### src/pch_pkg.sv
// Purpose: Shared constants for the PCI configuration header register block
// Assumes: Byte addresses within the 256-byte configuration space
// Notes: Fixed header values and command bit positions live here only
package pch_pkg;

  // ---------------------------------------------------------------
  // Configuration space byte addresses
  // ---------------------------------------------------------------
  localparam logic [7:0] PCH_OFF_CMD = 8'h04;
  localparam logic [7:0] PCH_OFF_CLASS = 8'h08;
  localparam logic [7:0] PCH_OFF_CIS = 8'h28;
  localparam logic [7:0] PCH_OFF_CAP_PTR = 8'h34;
  localparam logic [7:0] PCH_OFF_CAP_ID = 8'h50;

  // ---------------------------------------------------------------
  // Fixed header values
  // ---------------------------------------------------------------
  localparam logic [7:0] PCH_CAP_ID_VAL = 8'h01;
  localparam logic [7:0] PCH_CAP_PTR_VAL = 8'h50;
  localparam logic [23:0] PCH_CLASS_VAL = 24'h020000;
  localparam logic [7:0] PCH_REVISION_VAL = 8'h00; // Arbitrary value

  // ---------------------------------------------------------------
  // Card information pointer fields
  // ---------------------------------------------------------------
  localparam int PCH_CIS_SPACE_LSB = 0;
  localparam int PCH_CIS_OFFSET_LSB = 3;
  localparam int PCH_CIS_IMAGE_LSB = 28;
  localparam logic [2:0] PCH_CIS_SPACE_VAL = 3'h2;
  localparam logic [24:0] PCH_CIS_OFFSET_VAL = 25'h0000100;
  localparam logic [3:0] PCH_CIS_IMAGE_VAL = 4'h0;
  localparam logic [31:0] PCH_CIS_VAL = 32'h00000802;

  // ---------------------------------------------------------------
  // Command register layout
  // ---------------------------------------------------------------
  localparam int PCH_CMD_IO = 0;
  localparam int PCH_CMD_MEM = 1;
  localparam int PCH_CMD_MASTER = 2;
  localparam int PCH_CMD_MWI = 4;
  localparam int PCH_CMD_PERR = 6;
  localparam int PCH_CMD_SERR = 8;
  localparam logic [15:0] PCH_CMD_WR_MASK = 16'h0157;
  localparam logic [15:0] PCH_CMD_RESET = 16'h0000;

endpackage
### src/pch_cfg_decode.sv
// Purpose: Read-data decode of the configuration header words
// Assumes: Combinational, same clock domain as the caller
// Notes: Every unlisted word reads as zero
`timescale 1ns/1ns
`default_nettype none
module pch_cfg_decode
  import pch_pkg::*;
(
  // Access address and live command value
  input wire logic [7:0] addr,
  input wire logic [15:0] cmd,
  // Decoded results
  output logic [31:0] rdata,
  output logic cmd_hit
);

  // ---------------------------------------------------------------
  // Word select
  // ---------------------------------------------------------------
  // Compare on the dword address only
  function automatic logic word_is(input logic [7:0] a, input logic [7:0] off);
    word_is = (a[7:2] == off[7:2]);
  endfunction

  // Read mux over implemented words
  always_comb begin
    rdata = 32'h00000000;
    if (word_is(addr, PCH_OFF_CMD)) begin
      rdata = {16'h0000, cmd};
    end else if (word_is(addr, PCH_OFF_CLASS)) begin
      rdata = {PCH_CLASS_VAL, PCH_REVISION_VAL};
    end else if (word_is(addr, PCH_OFF_CIS)) begin
      rdata = {PCH_CIS_IMAGE_VAL, PCH_CIS_OFFSET_VAL, PCH_CIS_SPACE_VAL};
    end else if (word_is(addr, PCH_OFF_CAP_PTR)) begin
      rdata = {24'h000000, PCH_CAP_PTR_VAL};
    end else if (word_is(addr, PCH_OFF_CAP_ID)) begin
      rdata = {24'h000000, PCH_CAP_ID_VAL};
    end
  end

  // Write hit on the command word
  assign cmd_hit = word_is(addr, PCH_OFF_CMD);

endmodule
`default_nettype wire

### src/pch_config_header.sv
// Purpose: Configuration header registers and the bus qualifiers they drive
// Assumes: Config cycles arrive already qualified by IDSEL, on the PCI clock
// Notes: Status, power management data and other header fields live elsewhere
`timescale 1ns/1ns
`default_nettype none
module pch_config_header
  import pch_pkg::*;
(
  // Clock and reset
  input wire logic clk,
  input wire logic resetn,
  // Configuration access, qualified by IDSEL
  input wire logic cfg_valid,
  input wire logic cfg_write,
  input wire logic [7:0] cfg_addr,
  input wire logic [3:0] cfg_byte_en_n,
  input wire logic [31:0] cfg_wdata,
  output logic cfg_claim_q,
  output logic [31:0] cfg_rdata_q,
  // Unit qualifiers
  input wire logic in_d0,
  input wire logic rom_window_enable,
  output logic [15:0] pci_command_control,
  output logic io_claim_en_q,
  output logic mem_claim_en_q,
  output logic rom_decode_en_q,
  // Card information window
  input wire logic cis_access,
  output logic cis_retry_q,
  // Bus master requests
  input wire logic pcix_mode,
  input wire logic master_req,
  input wire logic master_split,
  input wire logic mwi_wanted,
  output logic master_go_q,
  output logic mwi_select_q,
  // Parity and system error signalling
  input wire logic parity_event,
  input wire logic system_fault_event,
  output logic parity_report_q,
  output logic serr_out_q,
  output logic serr_oe_q
);

  // ---------------------------------------------------------------
  // Internal signals
  // ---------------------------------------------------------------
  logic [15:0] cmd_q;
  logic [15:0] cmd_d;
  logic [31:0] rd_word;
  logic cmd_hit;
  logic initiator_en_q;
  logic [15:0] be_mask;

  assign pci_command_control = cmd_q;

  // ---------------------------------------------------------------
  // Read decode
  // ---------------------------------------------------------------
  pch_cfg_decode u_decode (
    .addr(cfg_addr),
    .cmd(cmd_q),
    .rdata(rd_word),
    .cmd_hit(cmd_hit)
  );

  // ---------------------------------------------------------------
  // Command register
  // ---------------------------------------------------------------
  // Byte lanes of the low half, low active enables
  assign be_mask = {{8{~cfg_byte_en_n[1]}}, {8{~cfg_byte_en_n[0]}}};

  // Merge written bits through lane and writable masks
  always_comb begin
    cmd_d = cmd_q;
    if (cfg_valid && cfg_write && cmd_hit) begin
      cmd_d = (cmd_q & ~(be_mask & PCH_CMD_WR_MASK)) |
              (cfg_wdata[15:0] & be_mask & PCH_CMD_WR_MASK);
    end
  end

  // Command storage
  always_ff @(posedge clk or negedge resetn) begin
    if (!resetn) begin
      cmd_q <= PCH_CMD_RESET;
    end else begin
      cmd_q <= cmd_d;
    end
  end

  // ---------------------------------------------------------------
  // Configuration answer
  // ---------------------------------------------------------------
  // Claim every config cycle regardless of command value
  always_ff @(posedge clk or negedge resetn) begin
    if (!resetn) begin
      cfg_claim_q <= 1'b0;
    end else begin
      cfg_claim_q <= cfg_valid;
    end
  end

  // Read data captured with the claim, zero on writes
  always_ff @(posedge clk or negedge resetn) begin
    if (!resetn) begin
      cfg_rdata_q <= 32'h00000000;
    end else if (cfg_valid && !cfg_write) begin
      cfg_rdata_q <= rd_word;
    end else begin
      cfg_rdata_q <= 32'h00000000;
    end
  end

  // ---------------------------------------------------------------
  // Qualifiers
  // ---------------------------------------------------------------
  pch_enable_gate u_gate (
    .clk(clk),
    .resetn(resetn),
    .cmd(cmd_q),
    .in_d0(in_d0),
    .rom_window_enable(rom_window_enable),
    .io_claim_en_q(io_claim_en_q),
    .mem_claim_en_q(mem_claim_en_q),
    .rom_decode_en_q(rom_decode_en_q),
    .initiator_en_q(initiator_en_q)
  );

  // ---------------------------------------------------------------
  // Card information window
  // ---------------------------------------------------------------
  // Slow serial store behind it, so every access is retried while memory decode is enabled
  always_ff @(posedge clk or negedge resetn) begin
    if (!resetn) begin
      cis_retry_q <= 1'b0;
    end else begin
      cis_retry_q <= cis_access & mem_claim_en_q;
    end
  end

  // ---------------------------------------------------------------
  // Bus master permission
  // ---------------------------------------------------------------
  // Split completions in PCI-X mode bypass the master enable
  always_ff @(posedge clk or negedge resetn) begin
    if (!resetn) begin
      master_go_q <= 1'b0;
    end else begin
      master_go_q <= master_req &
                     (initiator_en_q | (pcix_mode & master_split));
    end
  end

  // Memory write command choice for a granted request
  always_ff @(posedge clk or negedge resetn) begin
    if (!resetn) begin
      mwi_select_q <= 1'b0;
    end else begin
      mwi_select_q <= master_req & initiator_en_q & mwi_wanted &
                      cmd_q[PCH_CMD_MWI];
    end
  end

  // ---------------------------------------------------------------
  // Error signalling
  // ---------------------------------------------------------------
  // Parity report only with response enabled
  always_ff @(posedge clk or negedge resetn) begin
    if (!resetn) begin
      parity_report_q <= 1'b0;
    end else begin
      parity_report_q <= parity_event & cmd_q[PCH_CMD_PERR];
    end
  end

  // Open-drain system error: drive low only when enabled
  always_ff @(posedge clk or negedge resetn) begin
    if (!resetn) begin
      serr_out_q <= 1'b0;
      serr_oe_q <= 1'b0;
    end else begin
      serr_out_q <= 1'b0;
      serr_oe_q <= system_fault_event & cmd_q[PCH_CMD_SERR];
    end
  end

  // ---------------------------------------------------------------
  // Checks
  // ---------------------------------------------------------------
  // Helper: read of a given word this cycle
  function automatic logic rd_of(input logic v, input logic w,
                                 input logic [7:0] a, input logic [7:0] off);
    rd_of = v & ~w & (a[7:2] == off[7:2]);
  endfunction

  a_cap_id_read:
  assert property (@(posedge clk) disable iff (!resetn)
    rd_of(cfg_valid, cfg_write, cfg_addr, PCH_OFF_CAP_ID)
    |=> cfg_claim_q && cfg_rdata_q == {24'h000000, PCH_CAP_ID_VAL})
    else $error("capability type code read wrong");

  a_cap_ptr_read:
  assert property (@(posedge clk) disable iff (!resetn)
    rd_of(cfg_valid, cfg_write, cfg_addr, PCH_OFF_CAP_PTR)
    |=> cfg_rdata_q[7:0] == PCH_CAP_PTR_VAL && cfg_rdata_q[31:8] == 24'h000000)
    else $error("capability list pointer read wrong");

  a_cis_word_read:
  assert property (@(posedge clk) disable iff (!resetn)
    rd_of(cfg_valid, cfg_write, cfg_addr, PCH_OFF_CIS)
    |=> cfg_rdata_q == PCH_CIS_VAL)
    else $error("card info pointer read wrong");

  a_cis_space_field:
  assert property (@(posedge clk) disable iff (!resetn)
    rd_of(cfg_valid, cfg_write, cfg_addr, PCH_OFF_CIS)
    |=> cfg_rdata_q[PCH_CIS_OFFSET_LSB-1:PCH_CIS_SPACE_LSB] == PCH_CIS_SPACE_VAL)
    else $error("info space select field wrong");

  a_cis_offset_field:
  assert property (@(posedge clk) disable iff (!resetn)
    rd_of(cfg_valid, cfg_write, cfg_addr, PCH_OFF_CIS)
    |=> cfg_rdata_q[PCH_CIS_IMAGE_LSB-1:PCH_CIS_OFFSET_LSB] == PCH_CIS_OFFSET_VAL)
    else $error("info byte offset field wrong");

  a_cis_image_field:
  assert property (@(posedge clk) disable iff (!resetn)
    rd_of(cfg_valid, cfg_write, cfg_addr, PCH_OFF_CIS)
    |=> cfg_rdata_q[31:PCH_CIS_IMAGE_LSB] == PCH_CIS_IMAGE_VAL)
    else $error("option image index field wrong");

  a_class_read:
  assert property (@(posedge clk) disable iff (!resetn)
    rd_of(cfg_valid, cfg_write, cfg_addr, PCH_OFF_CLASS)
    |=> cfg_rdata_q[31:8] == PCH_CLASS_VAL)
    else $error("function class read wrong");

  a_cis_retry:
  assert property (@(posedge clk) disable iff (!resetn)
    cis_access && mem_claim_en_q |=> cis_retry_q)
    else $error("card info access not retried");

  a_cis_no_retry:
  assert property (@(posedge clk) disable iff (!resetn)
    cis_access && !mem_claim_en_q |=> !cis_retry_q)
    else $error("retry while memory decode off");

  a_zero_cmd_silent:
  assert property (@(posedge clk) disable iff (!resetn)
    cmd_q == 16'h0000 && $past(cmd_q) == 16'h0000 && !pcix_mode
    |=> !io_claim_en_q && !mem_claim_en_q && !rom_decode_en_q && !master_go_q)
    else $error("zero command still active");

  a_zero_cmd_config:
  assert property (@(posedge clk) disable iff (!resetn)
    cfg_valid && cmd_q == 16'h0000 |=> cfg_claim_q)
    else $error("config cycle not claimed");

  a_io_claim:
  assert property (@(posedge clk) disable iff (!resetn)
    ##1 io_claim_en_q == ($past(cmd_q[PCH_CMD_IO]) && $past(in_d0)))
    else $error("io claim enable wrong");

  a_rom_decode:
  assert property (@(posedge clk) disable iff (!resetn)
    cmd_q[PCH_CMD_MEM] && in_d0 && !rom_window_enable |=> !rom_decode_en_q)
    else $error("rom decode without window enable");

  a_master_d0:
  assert property (@(posedge clk) disable iff (!resetn)
    !in_d0 ##1 master_req && !pcix_mode |=> !master_go_q)
    else $error("mastering outside D0");

  a_mwi_select:
  assert property (@(posedge clk) disable iff (!resetn)
    mwi_select_q |-> $past(cmd_q[PCH_CMD_MWI]) && master_go_q)
    else $error("write-invalidate without permit");

  a_mwi_withheld:
  assert property (@(posedge clk) disable iff (!resetn)
    !cmd_q[PCH_CMD_MWI] |=> !mwi_select_q)
    else $error("write-invalidate while not permitted");

  a_parity_gate:
  assert property (@(posedge clk) disable iff (!resetn)
    parity_event |=> parity_report_q == $past(cmd_q[PCH_CMD_PERR]))
    else $error("parity report gating wrong");

  a_serr_hold:
  assert property (@(posedge clk) disable iff (!resetn)
    !cmd_q[PCH_CMD_SERR] [*2] |=> $stable(serr_oe_q) && !serr_out_q)
    else $error("system error moved while disabled");

  a_unmapped_zero:
  assert property (@(posedge clk) disable iff (!resetn)
    cfg_valid && !cfg_write && cfg_addr[7:2] == 6'h3f |=> cfg_rdata_q == 32'h00000000)
    else $error("unimplemented word not zero");

  a_no_claim_idle:
  assert property (@(posedge clk) disable iff (!resetn)
    !cfg_valid |=> !cfg_claim_q && cfg_rdata_q == 32'h00000000)
    else $error("claim without config cycle");

  a_reserved_zero:
  assert property (@(posedge clk) disable iff (!resetn)
    (cmd_q & ~PCH_CMD_WR_MASK) == 16'h0000)
    else $error("reserved command bit set");

  a_cmd_write:
  assert property (@(posedge clk) disable iff (!resetn)
    cfg_valid && cfg_write && cfg_addr[7:2] == PCH_OFF_CMD[7:2] && cfg_byte_en_n == 4'h0
    |=> cmd_q == ($past(cfg_wdata[15:0]) & PCH_CMD_WR_MASK))
    else $error("command write not taken");

endmodule
`default_nettype wire

### src/pch_enable_gate.sv
// Purpose: Registered qualifiers derived from command bits and power state
// Assumes: D0 and ROM window enable come from logic on the same clock
// Notes: One cycle of latency from a command change to the qualifiers
`timescale 1ns/1ns
`default_nettype none
module pch_enable_gate
  import pch_pkg::*;
(
  // Clock and reset
  input wire logic clk,
  input wire logic resetn,
  // Qualifier sources
  input wire logic [15:0] cmd,
  input wire logic in_d0,
  input wire logic rom_window_enable,
  // Registered qualifiers
  output logic io_claim_en_q,
  output logic mem_claim_en_q,
  output logic rom_decode_en_q,
  output logic initiator_en_q
);

  // ---------------------------------------------------------------
  // Qualifier registers
  // ---------------------------------------------------------------
  // Decode enables follow command bits gated by D0
  always_ff @(posedge clk or negedge resetn) begin
    if (!resetn) begin
      io_claim_en_q <= 1'b0;
      mem_claim_en_q <= 1'b0;
      rom_decode_en_q <= 1'b0;
      initiator_en_q <= 1'b0;
    end else begin
      io_claim_en_q <= cmd[PCH_CMD_IO] & in_d0;
      mem_claim_en_q <= cmd[PCH_CMD_MEM] & in_d0;
      rom_decode_en_q <= cmd[PCH_CMD_MEM] & rom_window_enable & in_d0;
      initiator_en_q <= cmd[PCH_CMD_MASTER] & in_d0;
    end
  end

endmodule
`default_nettype wire

### config.mk
export PLATFORM = sky130hd
export DESIGN_NAME = pch_config_header
export DESIGN_NICKNAME = d
export VERILOG_FILES = /design/src/pch_pkg.sv /design/src/pch_cfg_decode.sv /design/src/pch_config_header.sv /design/src/pch_enable_gate.sv
export SDC_FILE = /design/constraint.sdc
export NUM_CORES = 1
export LEC_CHECK = 0
export ABC_AREA = 1
export BUFFER_PORTS_ARGS = -buffer_cell sky130_fd_sc_hd__buf_2
export CORE_MARGIN = 5
export CORE_UTILIZATION = 37
export CTS_BUF_LIST = sky130_fd_sc_hd__clkbuf_16
export DETAILED_ROUTE_END_ITERATION = 8
export PLACE_DENSITY = 0.8
export RECOVER_POWER = 25
export SYNTH_ARGS = -nofsm -noshare
export SYNTH_HDL_FRONTEND = slang
export SYNTH_SLANG_ARGS = --single-unit
### constraint.sdc
create_clock -name clk -period 0.9 [get_ports clk]
set_input_delay 0.045 -clock clk [delete_from_list [all_inputs] [get_ports clk]]
set_output_delay 0.045 -clock clk [all_outputs]
set_load 0.01 [all_outputs]
# After elaboration in Yosys (flattened, before gate mapping)
# Index checks and enable logic that the tools add are counted.
totals:
  rom_bits: 0
  latch_bits: 0
  inputBits: 57
  register_bits: 58
  n_memories: 0
  ramBits: 0
  output_inout_bits: 58
  elab_cells: 47
classes:
  order_cmp: 0
  mul: 0
  shifts: 0
  reduce_logical: 4
  n_eq_ne: 5
  n_addsub: 0
  n_bitwise: 20
  n_mux: 6
  n_div: 0
op_table:
  columns: ["cell", "n"]
  rows:
  - ["32-bit 2-to-1 mux", 5]
  - ["16-bit AND", 1]
  - ["9-bit NOT with 16-bit output", 1]
  - ["16-bit by 9-bit OR with 16-bit output", 1]
  - ["1-bit AND", 13]
  - ["6-bit by 4-bit equality test with 1-bit output, second input constant", 2]
  - ["9-bit AND", 1]
  - ["6-bit by 1-bit equality test with 1-bit output, second input constant", 1]
  - ["6-bit by 2-bit equality test with 1-bit output, second input constant", 1]
  - ["6-bit by 5-bit equality test with 1-bit output, second input constant", 1]
  - ["1-bit logical AND", 3]
  - ["1-bit NOT", 2]
  - ["1-bit zero test", 1]
  - ["1-bit 2-to-1 mux", 1]
  - ["1-bit OR", 1]

# Longest topological paths before layout
# Gate-level depths: netlist of the first run.
depth:
  depth_word: 7
  depth_mapped: 6
  ltp_nobuf: 6

# Cells and area by module
# A second synthesis of the first run with hierarchy kept.
hier_totals:
  cells_unflattened: 237
  hier_area_um2: 2137.0
by_module_without_submodules:
  columns: ["mod", "area_per_inst_um2", "n_inst", "seq_area_each_um2", "cells_per_inst"]
  rows:
  - ["pch_config_header", 1614.0, 1, 1101.1, 161]
  - ["pch_cfg_decode", 390.4, 1, 0.0, 64]
  - ["pch_enable_gate", 132.6, 1, 100.1, 12]

# Worst setup path before layout of the first run
# No wires, ideal clock.
synth_timing:
  kind: "register to register"
  startpoint: "register (tool-made name)"
  endpoint: "register cfg_rdata_q[6]"
  synth_period_minus_slack_ps: 773
  path_stages_with_launch: 3
  t_arrival_ps: 651
  path_slack_ps: 127
  setup_ps: 122
  path_buffers: 0
  required_ps: 778
  cell_sequence: "dfrtp_1 -> nor3_1 -> nor2_1"
synth_rtl:
  columns: ["element", "line_no", "text"]
  rows:
  - ["end signal, assigned", "pch_config_header.sv:108", "cfg_rdata_q <= rd_word;"]
  - ["end, declared", "pch_config_header.sv:19", "output logic [31:0] cfg_rdata_q,"]

==> flow_summary_export.csv, run 1 <==
group,metric,value,unit
hold_path,hold_path_class,"primary input to flop",
worst_setup_path,cp_slowest_cell,"dfrtp_1",
final_layout,final_util,0.4694,
worst_setup_path,r2r_setup_slack,0.10,ns
sta,period_minus_slack,0.8660,ns
global_routing,antenna_found_initial,0,
final_layout,multi_input_area,432.9,sq um
worst_setup_path,critPathTopFamily,"flip-flops",
detailed_routing,routed_wl,2385,um
logic_synthesis,synth_seq_cells,24,
worst_setup_path,critPathLaunchType,"flop",
power_and_ir_drop,cellPowerDensity,1478,mW/mm^2
placed_design,globalplace.congestion,0.7368,
final_layout,final_layout_size_suffix_gt1_frac,0.3000,
sta,rsz0062_at_grt,"no",
sta,hold_slack,0.005688,ns
logic_synthesis,synth_area_leader_cell,"dfrtp_1",
detailed_routing,met3_length,275,um
sta,fin_crit_sh,0.9623,
sta,slew_headroom,0.6613,
global_routing,grt_use_total,0.1038,
logic_synthesis,avgSynthCellArea,8.874,sq um
hold_path,min_to,"u_gate.rom_decode_en_q",
worst_setup_path,path_cells,"buf_2",
final_layout,area_delta_synth_final,24.20,%
clock_tree,ctsResizeCount,0,
die,pin_count,115,
clock_tree,max-clock-path-buffers,2,
worst_setup_path,critPathBufInv,1,
sta,fmax,1155,MHz
outcome,status,"complete, no violations",
hold_path,min_from,"rom_window_enable",
detailed_routing,via_per_inst,3.833,
detailed_routing,wl_per_cell,9.695,um
logic_synthesis,synth_cells,141,
logic_synthesis,synth_top_area_frac,0.4800,
clock_tree,path_clk_slew,0.05,ns
die,fp.coreArea,0.003311,sq mm
sta,drv_slew,0,
sta,setup_ws,0.03397,ns
final_layout,regArea,600.6,sq um
worst_setup_path,end_kind,"output port",
detailed_routing,dr_total_vias,943,
clock_tree,cts-root-buf,"clkbuf_16",
clock_tree,cts_tree,"built",
worst_setup_path,required,0.85,ns
placed_design,placedCellCount,236,
worst_setup_path,worst_ep_arrival_time,0.82,ns
clock_tree,clock-sinks,24,
final_layout,n_antenna_cell,0,
detailed_routing,met1_length,953,um
final_layout,num-fill-cells,355,
placed_design,place_hpwl,2014,um
detailed_routing,drtPass1Iterations,4,
worst_setup_path,rr_worst_depth,3,
sta,tns,0,ns
logic_synthesis,ys_warn_count,0,
power_and_ir_drop,p_leak,0.9651,nW
sta,worst_slew_pin_slew,0.5080,ns
logic_synthesis,ys_seq_area_frac,0.4800,
power_and_ir_drop,ir_worst_vdd,0.6162,mV
logic_synthesis,synth_area_leaders,"dfrtp_1 (48%), buf_4 (21%), nand2_1 (7.5%), inv_1 (5.4%), nor2_1 (3.6%)",
detailed_routing,postRouteAntennaNets,0,
global_routing,first_global_vias,897,
sta,fin_skew,0.001732,ns
worst_setup_path,critPathMaxStageDelay,0.41,ns
die,dieHeight,68.15,um
clock_tree,cts_buffers,3,
logic_synthesis,ys_types,18,
global_routing,grt_max_degree,25,
hold_path,min_path_cells,3,
die,floorplan.initialDensity,0.3779,
die,die_x,68.15,um
clock_tree,cts_max_level,1,
sta,finalSetupViolCount,0,
detailed_routing,wl_met2,1122,um
worst_setup_path,cp_num_cells,1,
detailed_routing,drt_iter0_markers,23,
logic_synthesis,syn_area,0.001251,sq mm
placed_design,dp_slack,-0.03611,ns
detailed_routing,dr.max_layer_used,"met4",
run,drv_cap,0,
global_routing,grt_first_pass_wirelength,3608,um
clock_tree,clkLatencyLatePin,0.25,ns
final_layout,final_cells,246,
worst_setup_path,critical_path_class,"flop to output port",
detailed_routing,drc_errors,0,
placed_design,portBuffers,49,
worst_setup_path,crit_fanout,4,
final_layout,nets,259,
sta,hold_viol,0,
die,fp-row-count,21,
worst_setup_path,r2r_end,"cfg_rdata_q[1]",
global_routing,overflow,0,
die,dieArea,0.004644,sq mm
## layout by cell type, fill, tap and decap left out
| cell type | instances |
|---|---|
| dlygate4sd3_1 | 5 |
| nand2_2 | 2 |
| conb_1 | 35 |
| clkbuf_16 | 3 |
| nand3_1 | 6 |
| clkbuf_4 | 1 |
| clkinv_1 | 1 |
| inv_1 | 18 |
| nand4_1 | 6 |
| a21oi_1 | 2 |
| buf_4 | 2 |
| nand3_4 | 1 |
| nand2_1 | 25 |
| nor2_4 | 2 |
| nor2_1 | 13 |
| clkbuf_1 | 1 |
| o21ai_0 | 1 |
| nor3_1 | 3 |
| dfrtp_1 | 24 |
| buf_2 | 48 |
| a21oi_2 | 1 |
## through the flow
stage	total power, W	area, sq um
2_1_floorplan	0.001394	1379
3_3_place_gp	0.001405	1426
3_5_place_dp	0.001413	1426
4_1_cts	0.002331	1551
5_1_grt	0.002420	1554
6_report	0.002296	1554
## report_power, final
group	switching (W)	total, W	internal, W	leakage [nW]
clock network	0.000299	0.000884	0.000585	0.0370
registers	0.0000161	0.00112	0.00110	0.331
logic	0.000192	0.000291	0.0000995	0.597
## area by class of cell
class                   count  share of cell area
clock buffers               3             0.04831
inverters                  19             0.04589
multi-input cells          97              0.2786
flip-flops and latches     24              0.3865
well taps                  46             0.03704
repair buffers             57              0.2037
## how the worst max path moves through the flow
stage,to,slack (ns)
2_1_floorplan,cfg_rdata_q[6],0.13
3_3_place_gp,flop,-0.02
3_5_place_dp,flop,-0.04
4_1_cts,pci_command_control[1],0.02
5_1_grt,pci_command_control[8],0.004
6_report,pci_command_control[2],0.03
## kinds of logic (layout without fill, tap and decap cells)
| kind of cell | after synthesis | after routing | share of synthesized area |
|---|---|---|---|
| buf+inv | 54 | 79 | 0.2670 |
| simple gates | 58 | 58 | 0.2310 |
| flops | 24 | 24 | 0.4800 |
| other cells | 1 | 35 | 0.002997 |
| compound gates | 4 | 4 | 0.01900 |
## synthesized netlist by cell type
| master | instances |
|---|---|
| nand2_2 | 2 |
| a21oi_1 | 2 |
| buf_4 | 35 |
| nor3_1 | 3 |
| nand3_1 | 6 |
| nor2_4 | 1 |
| nor2_8 | 1 |
| conb_1 | 1 |
| nor2_1 | 12 |
| inv_1 | 18 |
| a21oi_2 | 1 |
| nand4_1 | 6 |
| nand2_1 | 25 |
| dfrtp_1 | 24 |
| nand3_4 | 1 |
| o21ai_0 | 1 |
| clkinv_1 | 1 |
| nor2_2 | 1 |
## timing repair
| item | in CTS | in global routing |
|---|---|---|
| hold buffers | 5 | 0 |
| endpoints found under the setup margin | 0 | 2 |
| endpoints found under the hold margin | 28 | 0 |
| setup buffers | 0 | 2 |
## metal layers
layer  vias up  GRT usage
li1        480          -
met1       406     0.1189
met2        55     0.1781
met3         2    0.02135
met4         0    0.05955
met5         -          0
Power figures use the tool's default switching activity.
==> run 2: changes to the inputs <==
--- a/config.mk
+++ b/config.mk
@@ -5,11 +5,12 @@
 export SDC_FILE = /design/constraint.sdc
 export NUM_CORES = 1
 export LEC_CHECK = 0
-export ABC_AREA = 1
+export ABC_AREA = 0
 export BUFFER_PORTS_ARGS = -buffer_cell sky130_fd_sc_hd__buf_2
 export CORE_MARGIN = 5
-export CORE_UTILIZATION = 37
+export CORE_UTILIZATION = 36
 export CTS_BUF_LIST = sky130_fd_sc_hd__clkbuf_16
+export CTS_CLUSTER_SIZE = 28
 export DETAILED_ROUTE_END_ITERATION = 8
 export PLACE_DENSITY = 0.8
 export RECOVER_POWER = 25
==> flow_summary_export.csv, run 2 <==
group,metric,value,unit
outcome,status,"complete, but fails checks",
outcome,failed_checks,"negative setup slack",
clock_tree,cts_buffers,3,
logic_synthesis,synth_mux_area_frac,0.05625,
final_layout,final_cells,216,
final_layout,final_layout_size_suffix_gt1_frac,0.4824,
worst_setup_path,critPathLaunchType,"primary input",
logic_synthesis,avgSynthCellArea,11.55,sq um
hold_path,hold_path_class,"primary input to flop",
logic_synthesis,synth_area_leaders,"dfrtp_1 (50%), buf_4 (22%), mux2_2 (5.6%), and2_1 (3.1%), nand3b_1 (1.9%)",
logic_synthesis,ys_warn_count,0,
clock_tree,cts_tree,"built",
logic_synthesis,synth_area_leader_cell,"dfrtp_1",
detailed_routing,drtPass1Iterations,4,
global_routing,grt_use_met1,0.1313,
detailed_routing,via_per_inst,4.037,
clock_tree,clock-sinks,24,
logic_synthesis,ys_types,23,
detailed_routing,dr_total_vias,872,
power_and_ir_drop,cellPowerDensity,1603,mW/mm^2
logic_synthesis,synth_seq_cells,24,
power_and_ir_drop,p_leak,0.9255,nW
detailed_routing,postRouteAntennaNets,0,
die,fp-row-count,21,
placed_design,portBuffers,49,
sta,tns,-0.3485,ns
sta,period_minus_slack,0.9654,ns
final_layout,multi_input_area,534.3,sq um
detailed_routing,routed_wl,2652,um
global_routing,grt_use_total,0.1051,
placed_design,place_area,0.001474,sq mm
global_routing,first_global_vias,770,
global_routing,grt_max_degree,25,
sta,fin_skew,0.004499,ns
clock_tree,clkLatencyLatePin,0.25,ns
detailed_routing,drc_errors,0,
die,dieArea,0.004591,sq mm
sta,fmax,1036,MHz
placed_design,globalplace.congestion,0.8195,
hold_path,min_path_cells,2,
power_and_ir_drop,ir_worst_vdd,0.6445,mV
logic_synthesis,synthAdderAreaFrac,0,
global_routing,gr-usage-met3,0.008319,
final_layout,n_antenna_cell,0,
final_layout,num-fill-cells,320,
global_routing,grt_util_met2,0.1798,
final_layout,fin_area,0.001684,sq mm
die,dieHeight,67.76,um
worst_setup_path,worst_ep_arrival_time,1.11,ns
placed_design,dp_slack,-0.3905,ns
final_layout,final_cell_mix,"buf_2 (42), conb_1 (35), dfrtp_1 (24)",
worst_setup_path,end_kind,"flop",
global_routing,antenna_found_initial,0,
logic_synthesis,async_flop_share,1.000,
die,pin_count,115,
logic_synthesis,synth_top_area_frac,0.5000,
worst_setup_path,required,1.04,ns
sta,worst_slew_pin_slew,0.5917,ns
logic_synthesis,synth_compound_area_frac,0.02292,
logic_synthesis,synth_edf_count,0,
sta,hold_viol,0,
logic_synthesis,yosysMostFrequentCell,"buf_4",
logic_synthesis,ys.flop_type,"dfrtp_1",
logic_synthesis,synthXorXnorAreaFrac,0,
clock_tree,cts_max_level,1,
logic_synthesis,syn_area,0.001201,sq mm
global_routing,overflow,0,
worst_setup_path,crit_start,"cfg_addr[7]",
sta,slew_headroom,0.6055,
power_and_ir_drop,p_total,0.002700,W
placed_design,placedCellCount,210,
logic_synthesis,ys_seq_area_frac,0.5000,
logic_synthesis,synthTopCellsByCount,"buf_4 (35), dfrtp_1 (24), and2_1 (6), mux2_2 (6), a21oi_1 (4)",
logic_synthesis,synth_cells,104,
run,drv_cap,0,
hold_path,min_from,"system_fault_event",
placed_design,place_hpwl,2076,um
worst_setup_path,critical_path_class,"primary input to flop",
sta,finalSetupViolCount,6,
clock_tree,max-clock-path-buffers,2,
hold_path,min_to,"serr_oe_q",
logic_synthesis,synth_top_family_by_area,"buffers and inverters",
sta,drv_slew,0,
final_layout,final_common_cell,"buf_2",
worst_setup_path,crit_fanout,5,
global_routing,grt_first_pass_wirelength,3505,um
logic_synthesis,synthSimpleGateAreaFrac,0.1990,
clock_tree,path_clk_slew,0.06,ns
sta,setup_ws,-0.06538,ns
die,floorplan.initialDensity,0.3657,
detailed_routing,drt_iter0_markers,39,
final_layout,regArea,600.6,sq um
sta,fin_crit_sh,1.073,
worst_setup_path,r2r_end,"u_gate.rom_decode_en_q",
die,die_x,67.76,um
final_layout,nets,228,
die,fp.coreArea,0.003284,sq mm
global_routing,busiest_layer,"met2",
detailed_routing,wl_per_cell,12.28,um
clock_tree,cts-root-buf,"clkbuf_16",
worst_setup_path,r2r_setup_slack,0.03,ns
final_layout,area_delta_synth_final,40.21,%
worst_setup_path,rr_worst_depth,3,
sta,rsz0062_at_grt,"yes",
[run 2: critical path: stages]
cell and delay (ns):
buf_6 0.10, nand4bb_4 0.23, nor4_4 0.25, buf_6 0.17, mux2_4 0.30
[run 2: per-layer routing]
metal | share of wire | vias to the layer above
li1 | - | 413
met1 | 0.39 | 409
met3 | 0.096 | 2
met5 | 0 | -
met2 | 0.50 | 48
met4 | 0.011 | 0
[run 2: logic make-up (layout without fill, tap and decap cells)]
family                 after synthesis  in the layout
muxes                                6              6
AOI/OAI and AO/OA                    5              5
and+or+nand+nor                     33             33
DFF                                 24             24
buffers and inverters               35             67
other                                1             35
[run 2: layout make-up]
cell class / count / area share
Timing Repair Buffer: 63 / 0.2296
Clock inverter: 1 / 0.01783
Multi-Input combinational cell: 79 / 0.3172
Sequential cell: 24 / 0.3566
Clock buffer: 3 / 0.04458
Tap cell: 46 / 0.03418
[run 2: what timing repair did]
item,CTS,global route
endpoints found under the hold margin,24,0
setup endpoints to repair,8,12
hold buffers,1,0
gates resized for setup,7,10
cloned,0,0
buffers inserted,1,0
pin swaps,0,2
[run 2: report_power, final]
| group | switching [W] | internal, W |
|---|---|---|
| logic | 0.000191 | 0.000151 |
| clock network | 0.000356 | 0.000883 |
| registers | 0.0000162 | 0.00110 |
[run 2: how the worst max path moves through the flow]
stage / end / slack, ns / depth (start not counted)
detailed placement: flop / -0.39 / 5
global placement: flop / -0.35 / 5
global route: flop / -0.1 / 5
CTS: flop / -0.11 / 5
floorplan: flop / -0.20 / 3
finish: flop / -0.07 / 5
[run 2: through the flow]
stage | hold WS (ns) | utilization
global route | 0.002098 | 0.5128
finish | 0.002324 | 0.5128
detailed placement | 0.05471 | 0.4488
global placement | 0.04796 | 0.4488
CTS | 0.0007240 | 0.5002
floorplan | -0.2506 | -
